## src/rtl/tmr_pkg.sv

```systemverilog
/*
 * Constants, register map and mode types shared by the multifunction timer block.
 * Assumes one clock, a synchronous active-high reset and a software master on a plain port.
 */
// Notes on behaviour
// - Timer A count reads in timer mode return the live counter value.
// - Timer A count written while halted reads back until counting resumes.
// - Event-mode read at reload returns all ones on underflow, zeros on overflow.
// - One-shot stop mid-count: halt, reload, output low, raise request.
// - Selecting one-shot from timer or event mode raises the request.
// - Selecting PWM from timer or event mode raises the request.
// - PWM stop while output high: halt, force low, raise request.
// - PWM stop while output low: halt, stay low, no request.
// - Timer B in timer or event mode reads live count, all ones at reload, written value when halted.
// - Changing measurement select after start in measurement mode raises the timer B request.
// - First measurement edge after start loads reload register without request.
package tmr_pkg;

	// ----------------------------------------
	// Register offsets
	// ----------------------------------------
	localparam logic [7:0] OFF_CTRL = 8'h00;
	localparam logic [7:0] OFF_A_MODE = 8'h04;
	localparam logic [7:0] OFF_A_COUNT = 8'h08;
	localparam logic [7:0] OFF_B_MODE = 8'h0c;
	localparam logic [7:0] OFF_B_COUNT = 8'h10;
	localparam logic [7:0] OFF_IRQ_STAT = 8'h14;
	localparam logic [7:0] OFF_IRQ_MASK = 8'h18;

	// ----------------------------------------
	// Field positions
	// ----------------------------------------
	localparam int CTRL_A_START = 0;
	localparam int CTRL_B_START = 1;
	localparam int A_UP_BIT = 2;
	localparam int A_FREE_BIT = 3;
	localparam int B_SEL_BIT = 2;
	localparam int IRQ_A = 0;
	localparam int IRQ_B = 1;

	// ----------------------------------------
	// Values and counts
	// ----------------------------------------
	localparam int CNT_W = 16;
	localparam logic [15:0] CNT_RESET = 16'hffff;
	localparam logic [15:0] ALL_ONES = 16'hffff;
	localparam logic [15:0] ALL_ZEROS = 16'h0000;
	localparam int PRESCALE_CYCLES = 4;

	typedef enum logic [1:0] {A_TIMER, A_EVENT, A_ONESHOT, A_PWM} a_mode_t;
	typedef enum logic [1:0] {B_TIMER, B_EVENT, B_MEASURE, B_SPARE} b_mode_t;

endpackage

```

## src/rtl/tmr_b_if.sv

```systemverilog
/*
 * Carrier between the timer top and its B-type counter unit.
 * Assumes both ends share core_clk_i; all signals are same-domain.
 */
`timescale 1ns/1ps
interface tmr_b_if;
	import tmr_pkg::*;
	logic tick;
	logic edge_rise;
	logic edge_fall;
	logic start;
	b_mode_t mode;
	logic meas_sel;
	logic wr_cnt;
	logic [15:0] wdata;
	logic [15:0] rd_val;
	logic irq_pulse;

	modport ctl (output tick, edge_rise, edge_fall, start, mode, meas_sel, wr_cnt, wdata,
		input rd_val, irq_pulse);
	modport unit (input tick, edge_rise, edge_fall, start, mode, meas_sel, wr_cnt, wdata,
		output rd_val, irq_pulse);
endinterface

```

## src/rtl/multifunction_timer.sv

```systemverilog
/*
 * Multifunction timer top: one A-type timer (timer, event, one-shot, PWM),
 * one B-type unit, register port, interrupt status and mask.
 * Assumes event pins are asynchronous and software is the only bus master.
 */
`timescale 1ns/1ps
module multifunction_timer #(
	parameter int PRESCALE = tmr_pkg::PRESCALE_CYCLES
) (
	input wire logic core_clk_i,
	input wire logic reset_i,
	input wire logic [7:0] addr_i,
	input wire logic [31:0] wdata_i,
	input wire logic wr_i,
	input wire logic rd_i,
	output logic [31:0] rdata_o,
	input wire logic timer_a_event_pin_i,
	input wire logic timer_b_event_pin_i,
	output logic timer_a_output_pin_o,
	output logic irq_o
);
	import tmr_pkg::*;

	typedef struct packed {
		a_mode_t a_mode;
		logic a_up;
		logic a_free;
		logic a_start;
		logic a_os_active;
		logic a_pin;
		logic [15:0] a_cnt;
		logic [15:0] a_rld;
		logic b_start;
		b_mode_t b_mode;
		logic b_sel;
		logic [1:0] irq_stat;
		logic [1:0] irq_mask;
		logic [31:0] rdata;
		logic [7:0] presc;
		logic [2:0] sync_a;
		logic [2:0] sync_b;
		logic lvl_a;
		logic lvl_b;
	} top_state_t;

	top_state_t s_q, s_d;
	tmr_b_if b_bus ();
	logic tick;
	logic a_edge;
	logic a_step;
	logic a_reload_now;
	logic a_irq_set;
	logic [1:0] irq_set;
	logic [1:0] irq_clr;
	logic wr_ctrl;
	logic wr_amode;
	logic wr_acnt;
	logic new_start;
	a_mode_t new_mode;

	// ----------------------------------------
	// B-type unit
	// ----------------------------------------
	timer_b_unit u_timer_b (
		.core_clk_i(core_clk_i),
		.reset_i(reset_i),
		.bus(b_bus)
	);

	// Feed the B unit from synchronised pins and register state
	always_comb begin
		b_bus.tick = tick;
		b_bus.edge_rise = (s_q.sync_b[1] == s_q.sync_b[2]) && s_q.sync_b[2] && !s_q.lvl_b;
		b_bus.edge_fall = (s_q.sync_b[1] == s_q.sync_b[2]) && !s_q.sync_b[2] && s_q.lvl_b;
		b_bus.start = s_q.b_start;
		b_bus.mode = s_q.b_mode;
		b_bus.meas_sel = s_q.b_sel;
		b_bus.wr_cnt = wr_i && (addr_i == OFF_B_COUNT);
		b_bus.wdata = wdata_i[15:0];
	end

	// ----------------------------------------
	// Next state
	// ----------------------------------------
	always_comb begin
		s_d = s_q;
		wr_ctrl = wr_i && (addr_i == OFF_CTRL);
		wr_amode = wr_i && (addr_i == OFF_A_MODE);
		wr_acnt = wr_i && (addr_i == OFF_A_COUNT);
		new_start = wdata_i[CTRL_A_START];
		new_mode = a_mode_t'(wdata_i[1:0]);
		a_irq_set = 1'b0;
		a_reload_now = 1'b0;

		// Prescaler: one-cycle tick every PRESCALE clocks
		tick = (s_q.presc == 8'h00);
		s_d.presc = tick ? 8'(PRESCALE - 1) : s_q.presc - 8'h01;

		// Three-stage pin sync; a change counts once stages two and three agree
		s_d.sync_a = {s_q.sync_a[1:0], timer_a_event_pin_i};
		s_d.sync_b = {s_q.sync_b[1:0], timer_b_event_pin_i};
		if (s_q.sync_a[1] == s_q.sync_a[2]) begin
			s_d.lvl_a = s_q.sync_a[2];
		end
		if (s_q.sync_b[1] == s_q.sync_b[2]) begin
			s_d.lvl_b = s_q.sync_b[2];
		end
		a_edge = (s_q.sync_a[1] == s_q.sync_a[2]) && s_q.sync_a[2] && !s_q.lvl_a;

		// A counting; one-shot only counts while its shot is active
		case (s_q.a_mode)
			A_EVENT: a_step = a_edge;
			A_ONESHOT: a_step = tick && s_q.a_os_active;
			default: a_step = tick;
		endcase
		if (s_q.a_start && a_step) begin
			if (s_q.a_mode == A_EVENT && s_q.a_up) begin
				if (s_q.a_cnt == ALL_ONES) begin
					s_d.a_cnt = s_q.a_free ? ALL_ZEROS : s_q.a_rld;
					a_reload_now = 1'b1;
					a_irq_set = 1'b1;
				end else begin
					s_d.a_cnt = s_q.a_cnt + 16'h0001;
				end
			end else if (s_q.a_cnt == ALL_ZEROS) begin
				// Free run wraps instead of reloading, so software must rewrite after stop
				s_d.a_cnt = (s_q.a_mode == A_EVENT && s_q.a_free) ? ALL_ONES : s_q.a_rld;
				a_reload_now = 1'b1;
				case (s_q.a_mode)
					A_ONESHOT: begin
						s_d.a_pin = 1'b0;
						s_d.a_os_active = 1'b0;
						a_irq_set = 1'b1;
					end
					A_PWM: begin
						s_d.a_pin = !s_q.a_pin;
						a_irq_set = s_q.a_pin;
					end
					default: a_irq_set = 1'b1;
				endcase
			end else begin
				s_d.a_cnt = s_q.a_cnt - 16'h0001;
			end
		end

		// Count register write: reload always, counter too while halted
		if (wr_acnt) begin
			s_d.a_rld = wdata_i[15:0];
			if (!s_q.a_start) begin
				s_d.a_cnt = wdata_i[15:0];
			end
		end

		// Start flag edges
		if (wr_ctrl) begin
			s_d.a_start = new_start;
			s_d.b_start = wdata_i[CTRL_B_START];
			if (new_start && !s_q.a_start
				&& (s_q.a_mode == A_ONESHOT || s_q.a_mode == A_PWM)) begin
				s_d.a_cnt = s_q.a_rld;
				s_d.a_pin = 1'b1;
				s_d.a_os_active = (s_q.a_mode == A_ONESHOT);
			end
			if (!new_start && s_q.a_start) begin
				if (s_q.a_mode == A_ONESHOT && s_q.a_os_active) begin
					s_d.a_cnt = s_q.a_rld;
					s_d.a_pin = 1'b0;
					s_d.a_os_active = 1'b0;
					a_irq_set = 1'b1;
				end else if (s_q.a_mode == A_PWM) begin
					// A low output is already idle: no edge and no request
					s_d.a_pin = 1'b0;
					a_irq_set = a_irq_set | s_q.a_pin;
				end
			end
		end

		// Mode selection; a move from timer or event mode into one-shot or PWM raises a request
		if (wr_amode) begin
			s_d.a_mode = new_mode;
			s_d.a_up = wdata_i[A_UP_BIT];
			s_d.a_free = wdata_i[A_FREE_BIT];
			if ((s_q.a_mode == A_TIMER || s_q.a_mode == A_EVENT)
				&& (new_mode == A_ONESHOT || new_mode == A_PWM)) begin
				a_irq_set = 1'b1;
			end
		end
		if (wr_i && addr_i == OFF_B_MODE) begin
			s_d.b_mode = b_mode_t'(wdata_i[1:0]);
			s_d.b_sel = wdata_i[B_SEL_BIT];
		end
		if (wr_i && addr_i == OFF_IRQ_MASK) begin
			s_d.irq_mask = wdata_i[1:0];
		end

		// Sticky status, write one to clear; a same-cycle set wins
		irq_set = {b_bus.irq_pulse, a_irq_set};
		irq_clr = (wr_i && addr_i == OFF_IRQ_STAT) ? wdata_i[1:0] : 2'b00;
		s_d.irq_stat = (s_q.irq_stat & ~irq_clr) | irq_set;

		// Read data valid the cycle after the strobe only
		s_d.rdata = 32'h0000_0000;
		if (rd_i) begin
			case (addr_i)
				OFF_CTRL: s_d.rdata = {30'h0000_0000, s_q.b_start, s_q.a_start};
				OFF_A_MODE: s_d.rdata = {28'h000_0000, s_q.a_free, s_q.a_up, s_q.a_mode};
				OFF_A_COUNT: begin
					if (a_reload_now && s_q.a_mode == A_EVENT) begin
						s_d.rdata = {16'h0000, s_q.a_up ? ALL_ZEROS : ALL_ONES};
					end else begin
						s_d.rdata = {16'h0000, s_q.a_cnt};
					end
				end
				OFF_B_MODE: s_d.rdata = {29'h0000_0000, s_q.b_sel, s_q.b_mode};
				OFF_B_COUNT: s_d.rdata = {16'h0000, b_bus.rd_val};
				OFF_IRQ_STAT: s_d.rdata = {30'h0000_0000, s_q.irq_stat};
				OFF_IRQ_MASK: s_d.rdata = {30'h0000_0000, s_q.irq_mask};
				default: s_d.rdata = 32'h0000_0000;
			endcase
		end
	end

	// ----------------------------------------
	// State register
	// ----------------------------------------
	always_ff @(posedge core_clk_i) begin
		if (reset_i) begin
			s_q <= '{a_mode: A_TIMER, b_mode: B_TIMER, a_cnt: CNT_RESET, a_rld: CNT_RESET,
				default: '0};
		end else begin
			s_q <= s_d;
		end
	end

	assign rdata_o = s_q.rdata;
	assign timer_a_output_pin_o = s_q.a_pin;
	assign irq_o = |(s_q.irq_stat & s_q.irq_mask);

	// ----------------------------------------
	// Checks
	// ----------------------------------------
	property p_a_live_read;
		@(posedge core_clk_i) disable iff (reset_i)
		(rd_i && addr_i == OFF_A_COUNT && s_q.a_mode == A_TIMER)
			|=> (rdata_o[15:0] == $past(s_q.a_cnt));
	endproperty
	a_a_live_read: assert property (p_a_live_read) else $error("A live read mismatch");

	property p_a_halt_write;
		@(posedge core_clk_i) disable iff (reset_i)
		(wr_acnt && !s_q.a_start && !wr_ctrl) |=> (s_q.a_cnt == $past(wdata_i[15:0]));
	endproperty
	a_a_halt_write: assert property (p_a_halt_write) else $error("A halted write lost");

	property p_a_evt_reload_read;
		@(posedge core_clk_i) disable iff (reset_i)
		(rd_i && addr_i == OFF_A_COUNT && s_q.a_mode == A_EVENT && a_reload_now)
			|=> (rdata_o == (s_q.a_up ? 32'h0000_0000 : 32'h0000_ffff));
	endproperty
	a_a_evt_reload_read: assert property (p_a_evt_reload_read) else $error("A reload read");

	property p_a_os_stop;
		@(posedge core_clk_i) disable iff (reset_i)
		(wr_ctrl && !new_start && s_q.a_start && s_q.a_mode == A_ONESHOT && s_q.a_os_active
			&& !wr_acnt) |=> (!timer_a_output_pin_o && s_q.irq_stat[IRQ_A]
			&& s_q.a_cnt == $past(s_q.a_rld));
	endproperty
	a_a_os_stop: assert property (p_a_os_stop) else $error("One-shot stop wrong");

	property p_a_mode_os;
		@(posedge core_clk_i) disable iff (reset_i)
		(wr_amode && new_mode == A_ONESHOT && s_q.a_mode inside {A_TIMER, A_EVENT})
			|=> s_q.irq_stat[IRQ_A];
	endproperty
	a_a_mode_os: assert property (p_a_mode_os) else $error("One-shot select no request");

	property p_a_mode_pwm;
		@(posedge core_clk_i) disable iff (reset_i)
		(wr_amode && new_mode == A_PWM && s_q.a_mode inside {A_TIMER, A_EVENT})
			|=> s_q.irq_stat[IRQ_A] && s_q.a_mode == A_PWM;
	endproperty
	a_a_mode_pwm: assert property (p_a_mode_pwm) else $error("PWM select no request");

	property p_a_pwm_stop_high;
		@(posedge core_clk_i) disable iff (reset_i)
		(wr_ctrl && !new_start && s_q.a_start && s_q.a_mode == A_PWM && s_q.a_pin)
			|=> (!timer_a_output_pin_o && s_q.irq_stat[IRQ_A] && !s_q.a_start);
	endproperty
	a_a_pwm_stop_high: assert property (p_a_pwm_stop_high) else $error("PWM high stop");

	property p_a_pwm_stop_low;
		@(posedge core_clk_i) disable iff (reset_i)
		(wr_ctrl && !new_start && s_q.a_start && s_q.a_mode == A_PWM && !s_q.a_pin
			&& !s_q.irq_stat[IRQ_A]) |=> (!timer_a_output_pin_o && !s_q.irq_stat[IRQ_A])[*2];
	endproperty
	a_a_pwm_stop_low: assert property (p_a_pwm_stop_low) else $error("PWM low stop");

	property p_a_underflow;
		@(posedge core_clk_i) disable iff (reset_i)
		(s_q.a_mode == A_TIMER && s_q.a_start && tick && s_q.a_cnt == ALL_ZEROS && !wr_i)
			|=> (s_q.a_cnt == $past(s_q.a_rld) && s_q.irq_stat[IRQ_A]);
	endproperty
	a_a_underflow: assert property (p_a_underflow) else $error("A underflow no reload");

endmodule // multifunction_timer

```

## src/rtl/timer_b_unit.sv

```systemverilog
/*
 * B-type 16-bit timer: timer, event counter, pulse period / width measurement.
 * Assumes edges and ticks arrive already synchronised as one-cycle pulses.
 */
`timescale 1ns/1ps
module timer_b_unit (
	input wire logic core_clk_i,
	input wire logic reset_i,
	tmr_b_if.unit bus
);
	import tmr_pkg::*;

	typedef struct packed {
		logic [15:0] cnt;
		logic [15:0] rld;
		logic run;
		logic sel;
		logic first_pend;
	} b_state_t;

	b_state_t s_q, s_d;
	logic reload_now;
	logic eff_edge;

	// ----------------------------------------
	// Next state
	// ----------------------------------------
	always_comb begin
		s_d = s_q;
		reload_now = 1'b0;
		bus.irq_pulse = 1'b0;
		eff_edge = bus.meas_sel ? (bus.edge_rise | bus.edge_fall) : bus.edge_rise;
		case (bus.mode)
			B_TIMER, B_EVENT: begin
				if (bus.wr_cnt) begin
					s_d.rld = bus.wdata;
					if (!bus.start) begin
						s_d.cnt = bus.wdata;
					end
				end
				if (bus.start && (bus.mode == B_TIMER ? bus.tick : bus.edge_rise)) begin
					if (s_q.cnt == ALL_ZEROS) begin
						s_d.cnt = bus.wr_cnt ? bus.wdata : s_q.rld;
						reload_now = 1'b1;
						bus.irq_pulse = 1'b1;
					end else begin
						s_d.cnt = s_q.cnt - 16'h0001;
					end
				end
			end
			B_MEASURE: begin
				if (bus.start && bus.tick) begin
					s_d.cnt = s_q.cnt + 16'h0001;
				end
				if (bus.start && eff_edge) begin
					// The first capture holds a partial interval, so it stays silent
					s_d.rld = s_q.cnt;
					s_d.cnt = ALL_ZEROS;
					s_d.first_pend = 1'b0;
					bus.irq_pulse = s_q.run && !s_q.first_pend;
				end
				if (bus.start && s_q.run && (bus.meas_sel != s_q.sel)) begin
					bus.irq_pulse = 1'b1;
				end
			end
			default: begin
			end
		endcase
		// An edge in the start cycle is itself the first edge, so it must not arm another
		if (bus.start && !s_q.run && !eff_edge) begin
			s_d.first_pend = 1'b1;
		end
		s_d.run = bus.start;
		s_d.sel = bus.meas_sel;
		if (bus.mode == B_MEASURE) begin
			bus.rd_val = s_q.rld;
		end else begin
			bus.rd_val = reload_now ? ALL_ONES : s_q.cnt;
		end
	end

	// ----------------------------------------
	// State register
	// ----------------------------------------
	always_ff @(posedge core_clk_i) begin
		if (reset_i) begin
			s_q <= '{cnt: CNT_RESET, rld: CNT_RESET, run: 1'b0, sel: 1'b0, first_pend: 1'b0};
		end else begin
			s_q <= s_d;
		end
	end

	property p_b_reload_read;
		@(posedge core_clk_i) disable iff (reset_i)
		(bus.mode != B_MEASURE && bus.start && bus.tick && bus.mode == B_TIMER
			&& s_q.cnt == ALL_ZEROS) |-> (bus.rd_val == ALL_ONES);
	endproperty
	a_b_reload_read: assert property (p_b_reload_read) else $error("B reload read not all ones");

	property p_b_sel_change;
		@(posedge core_clk_i) disable iff (reset_i)
		(bus.mode == B_MEASURE && bus.start && s_q.run && bus.meas_sel != s_q.sel)
			|-> bus.irq_pulse;
	endproperty
	a_b_sel_change: assert property (p_b_sel_change) else $error("B select change no request");

	property p_b_first_edge;
		@(posedge core_clk_i) disable iff (reset_i)
		(bus.mode == B_MEASURE && bus.start && eff_edge && s_q.first_pend
			&& bus.meas_sel == s_q.sel) |-> !bus.irq_pulse ##1 !s_q.first_pend;
	endproperty
	a_b_first_edge: assert property (p_b_first_edge) else $error("B first edge raised request");

endmodule // timer_b_unit

```

## config.mk

```make
export PLATFORM = sky130hd
export DESIGN_NAME = multifunction_timer
export DESIGN_NICKNAME = d
export VERILOG_FILES = /design/src/rtl/tmr_pkg.sv /design/src/rtl/tmr_b_if.sv /design/src/rtl/multifunction_timer.sv /design/src/rtl/timer_b_unit.sv
export SDC_FILE = /design/constraint.sdc
export NUM_CORES = 1
export LEC_CHECK = 0
export ABC_AREA = 1
export BUFFER_PORTS_ARGS = -buffer_cell sky130_fd_sc_hd__buf_4
export CAP_MARGIN = 10
export CORE_MARGIN = 2
export CORE_UTILIZATION = 45
export CTS_CLUSTER_DIAMETER = 60
export DETAILED_ROUTE_END_ITERATION = 6
export PLACE_DENSITY_LB_ADDON = 0.05
export SYNTH_ARGS = -nofsm -noshare
export SYNTH_HDL_FRONTEND = slang
export SYNTH_HIERARCHICAL = 1
export SYNTH_SLANG_ARGS = --single-unit
```

## constraint.sdc

```tcl
create_clock -name core_clk_i -period 2.8 [get_ports core_clk_i]
set_input_delay 0.28 -clock core_clk_i [delete_from_list [all_inputs] [get_ports core_clk_i]]
set_output_delay 0.28 -clock core_clk_i [all_outputs]
set_load 0.02 [all_outputs]
```

==> flow_results.org <==
** Die
- Starting density of the core :: 46.0%
- Row count :: 50
- Floorplan die area :: 20400 µm²
- In this run the count of I/O pins placed on the die edge is 80.
- DIE WIDTH :: 143 µm
- In this run the vertical extent of the chip is 143 µm.
- The core region is 18800 µm².

** Clocking
- The longest clock path from root to sink contains 2 buffers.
- Worst skew pair latency :: 0.43 ns
- Num CTS Buffers :: 17
- H-Tree Depth :: 4
- Clock Pin Slew Worst Setup and Hold Paths :: 0.06 ns
- Buffers inserted by post-CTS timing repair :: 0
- TritonCTS built the clock tree.
- Sink Count :: 114
- Root buffer selected by CTS :: clkbuf_16
- For this design, the CTS-stage hold fixing added 0 buffers.
- Quantity of gates resized following cts :: 0

** GRT
- The first global-routing pass estimated 44900 µm of wire.
- For this run, the total global-route usage over all layers was measured as 28.5%.
- Entering global routing, the biggest net connects 38 pins.
- Number of antenna violations at the first check in global routing :: 0
- Number of global-route vias before repair :: 8301
- After global routing the overflow that remains totals 0.

** Power
- Summing internal, switching and leakage power gives 4220 µW.
- Worst vdd ir :: 402 µV
- Combinational power share :: 11.0%
- The internal power of the cells totals 2970 µW.
- In this run the power density over the cells is 438 nW/µm².
- The clock network burns 48.8% of the power.
- Summed over all cells, the static leakage comes to 0.00477 µW.
- Switching part of the total power :: 29.5%
- Switching power of the nets :: 1250 µW
- Sequential cells account for 40.2% of the total power.

** Worst hold path
- The worst hold path terminates at s_d[6].
- Worst hold path depth :: 3
- Hold/Removal Path Class :: in -> reg
- The startpoint identified for the worst hold timing path is timer_a_event_pin_i.

** Route
- After detailed routing, the total wire length is 28600 µm.
- Number of vias per cell :: 5.30
- Remaining antenna violation count after routing :: 0
- For this run, design rule violations remaining after detail routing come to 0.
- For this block, the initial DRC count from the detailed router was 710.
- The detailed router placed 9024 vias in this run.
- The pre-antenna-repair detailed-routing pass consisted of 5 iterations.
- Wire length per cell after detailed routing :: 16.8 µm

** STA
- Of the available clock period, the critical path in the final layout requires 86.7%.
- The number of pins exceeding their max-slew limit in the final report is 0.
- Setup TNS Final :: 0 ns
- The number of endpoints with negative hold slack in the final report was 0.
- Based on the critical path, the design can be clocked at up to 412 MHz.
- Headroom to the max-slew limit came out at 58.4%.
- Final Critical Period :: 2.43 ns
- At the pin with the least slew margin, the transition time is 0.619 ns.
- Setup repair after global routing missed its margin :: no
- Setup violation total in the final timing report :: 0
- Across the routed clock network, the largest skew measured is 0.0116 ns.

** Yosys
- Number of synthesized flops with an enable pin :: 0
- Post-synthesis sequential element count :: 114
- Synthesized netlist cell count :: 1406
- Yosys attributes the largest share of cell area to dfxtp_1 (26%), nand2_1 (18%), nand3_1 (7.0%).
- The synthesized design devotes to its leading area cell type 26.3% of total area.
- Most frequent cells after synthesis :: nand2_1 (419), inv_1 (137), nor2_1 (136)
- Summing the sequential cell areas from Yosys gives 26.3% of the chip area.
- The synthesized netlist contains 50 unique library cells.
- Yosys printed 6 warnings.
- After synthesis, the share of flip-flops with an asynchronous set or reset is 0%.
- Averaged over all synthesized cells, the footprint is 6.17 µm².
- Most frequent cell after synthesis :: nand2_1
- Post-Synthesis Cell Area :: 8670 µm²
- Top flip-flop cell by instance count after synthesis :: dfxtp_1
- The synthesized design spends more area on one cell type than any other, namely dfxtp_1.

** Worst setup path
- The critical path is of the reg -> reg type.
- Element type at the critical path end :: register
- Across all register-to-register paths, the minimum setup slack is 0.37 ns.
- The worst setup path is launched from a register.
- Depth of the worst register-to-register path :: 14
- Critical path origin :: s_q[93]
- Launch instance of the worst register-to-register path :: s_q[93]
- Of all nets on the critical path, the largest fanout is 11.
- CP required :: 3.10 ns
- The worst register-to-register path ends at s_q[78].
- WP data arrival :: 2.73 ns

** Layout
- From synthesis to final layout, the design area changed by 11.1%.
- Fraction of layout instances using a drive strength above 1 :: 13.6%
- Filler cell count :: 1964
- The repair_antennas step left the layout with diodes totalling 0.
- For this run, the share of the core covered by cells in the final layout is 51.1%.
- Once layout is done, the placed cells without fillers occupy 9630 µm².
- Final-stage net count :: 1490

** Placed design
- During placement, the flow inserted port buffers numbering 47.
- The placed instances occupy a cell area of 9080 µm².
- Routability cong. :: 0.952
- The HPWL after detailed placement is 22100 µm.

** Job
- Count of maximum capacitance violations :: 0

** Status
- Run status :: finished, final reports clean
cells by family (layout without fill, tap and decap cells):
| family | after synthesis | in the layout | share of synthesized area (%) |
|---|---|---|---|
| compound gates | 252 | 252 | 17.4 |
| xor+xnor | 26 | 26 | 2.63 |
| fa+ha+maj | 15 | 15 | 2.16 |
| buf+inv | 253 | 274 | 13.5 |
| flops | 114 | 114 | 26.3 |
| mux | 1 | 1 | 0.115 |
| other cells | 1 | 16 | 0.0433 |
| simple gates | 744 | 744 | 37.8 |
placed cells by master (no fill, tap or decap), types with 19 or more instances in the layout:
cell type  count
nand2_1      419
inv_1        137
nor2_1       136
nand3_1      121
dfxtp_1      114
a21oi_1       83
o21ai_0       81
buf_4         74
inv_2         26
xor2_1        24
a31oi_1       20
o211ai_1      19
flip-flops by register name, summed over array words and instances, names as in the netlist:
signal,cells
u_timer_b/s_q,35
rdata_o,16
b_bus.mode,2
s_q,54
timer_a_output_pin_o,1
s_d,4
b_bus.start,1
b_bus.meas_sel,1
power groups by stage:
stage | clock [µW] | combinational [µW] | sequential (µW)
floorplan | 0 | 344 | 1730
global placement | 0 | 454 | 1730
detailed placement | 0 | 458 | 1730
CTS | 2090 | 461 | 1700
global route | 2150 | 524 | 1700
finish | 2060 | 464 | 1700
per-layer routing:
metal  wire, µm  vias up  track usage, %  share of wire, %
met5          0        -               0                 0
met4        658        0            8.55               2.3
met3       1690       47            4.39               5.9
met2      13500      300            47.7                47
met1      12800     4120            37.9                45
li1           -     4557               -                 -
final cells by class:
cell class / instances / area (µm²) / area share [%]
Clock inverter: 15 / 126 / 1.31
Sequential cell: 114 / 2280 / 23.7
Multi-Input combinational cell: 1054 / 5280 / 54.8
Inverter: 168 / 637 / 6.61
Tap cell: 260 / 325 / 3.38
Clock buffer: 17 / 425 / 4.42
Timing Repair Buffer: 74 / 556 / 5.77
critical path, cell delays in order (launching register included):
cell and delay [ns]:
dfxtp_1 0.38, inv_1 0.10, ha_1 0.25, nand2_1 0.10, nand2_1 0.10, nand4_1 0.22, nand2_1 0.10, nand2_2 0.27
nand2_1 0.30, inv_2 0.19, nand2_1 0.07, nand2_1 0.06, nand2_1 0.04, nand2_1 0.05, nand3_1 0.06
how the worst max path moves through the flow:
| stage | to | slack (ns) | cells past startpoint |
|---|---|---|---|
| floorplan | rdata_o[1] | 0.97 | 14 |
| global placement | s_q[78] | 0.48 | 14 |
| detailed placement | rdata_o[0] | 0.45 | 14 |
| CTS | rdata_o[0] | 0.43 | 14 |
| global route | rdata_o[0] | 0.17 | 14 |
| finish | s_q[78] | 0.37 | 14 |
metrics by stage:
step	cells	worst slack [ns]	hold WS, ns
2_1_floorplan	1421	0.973	0.387
3_3_place_gp	1670	0.484	0.392
3_5_place_dp	1670	0.450	0.402
4_1_cts	1702	0.431	0.0407
5_1_grt	1702	0.172	0.0531
6_report	1702	0.372	0.0551
(Power assumes the default switching activity.)
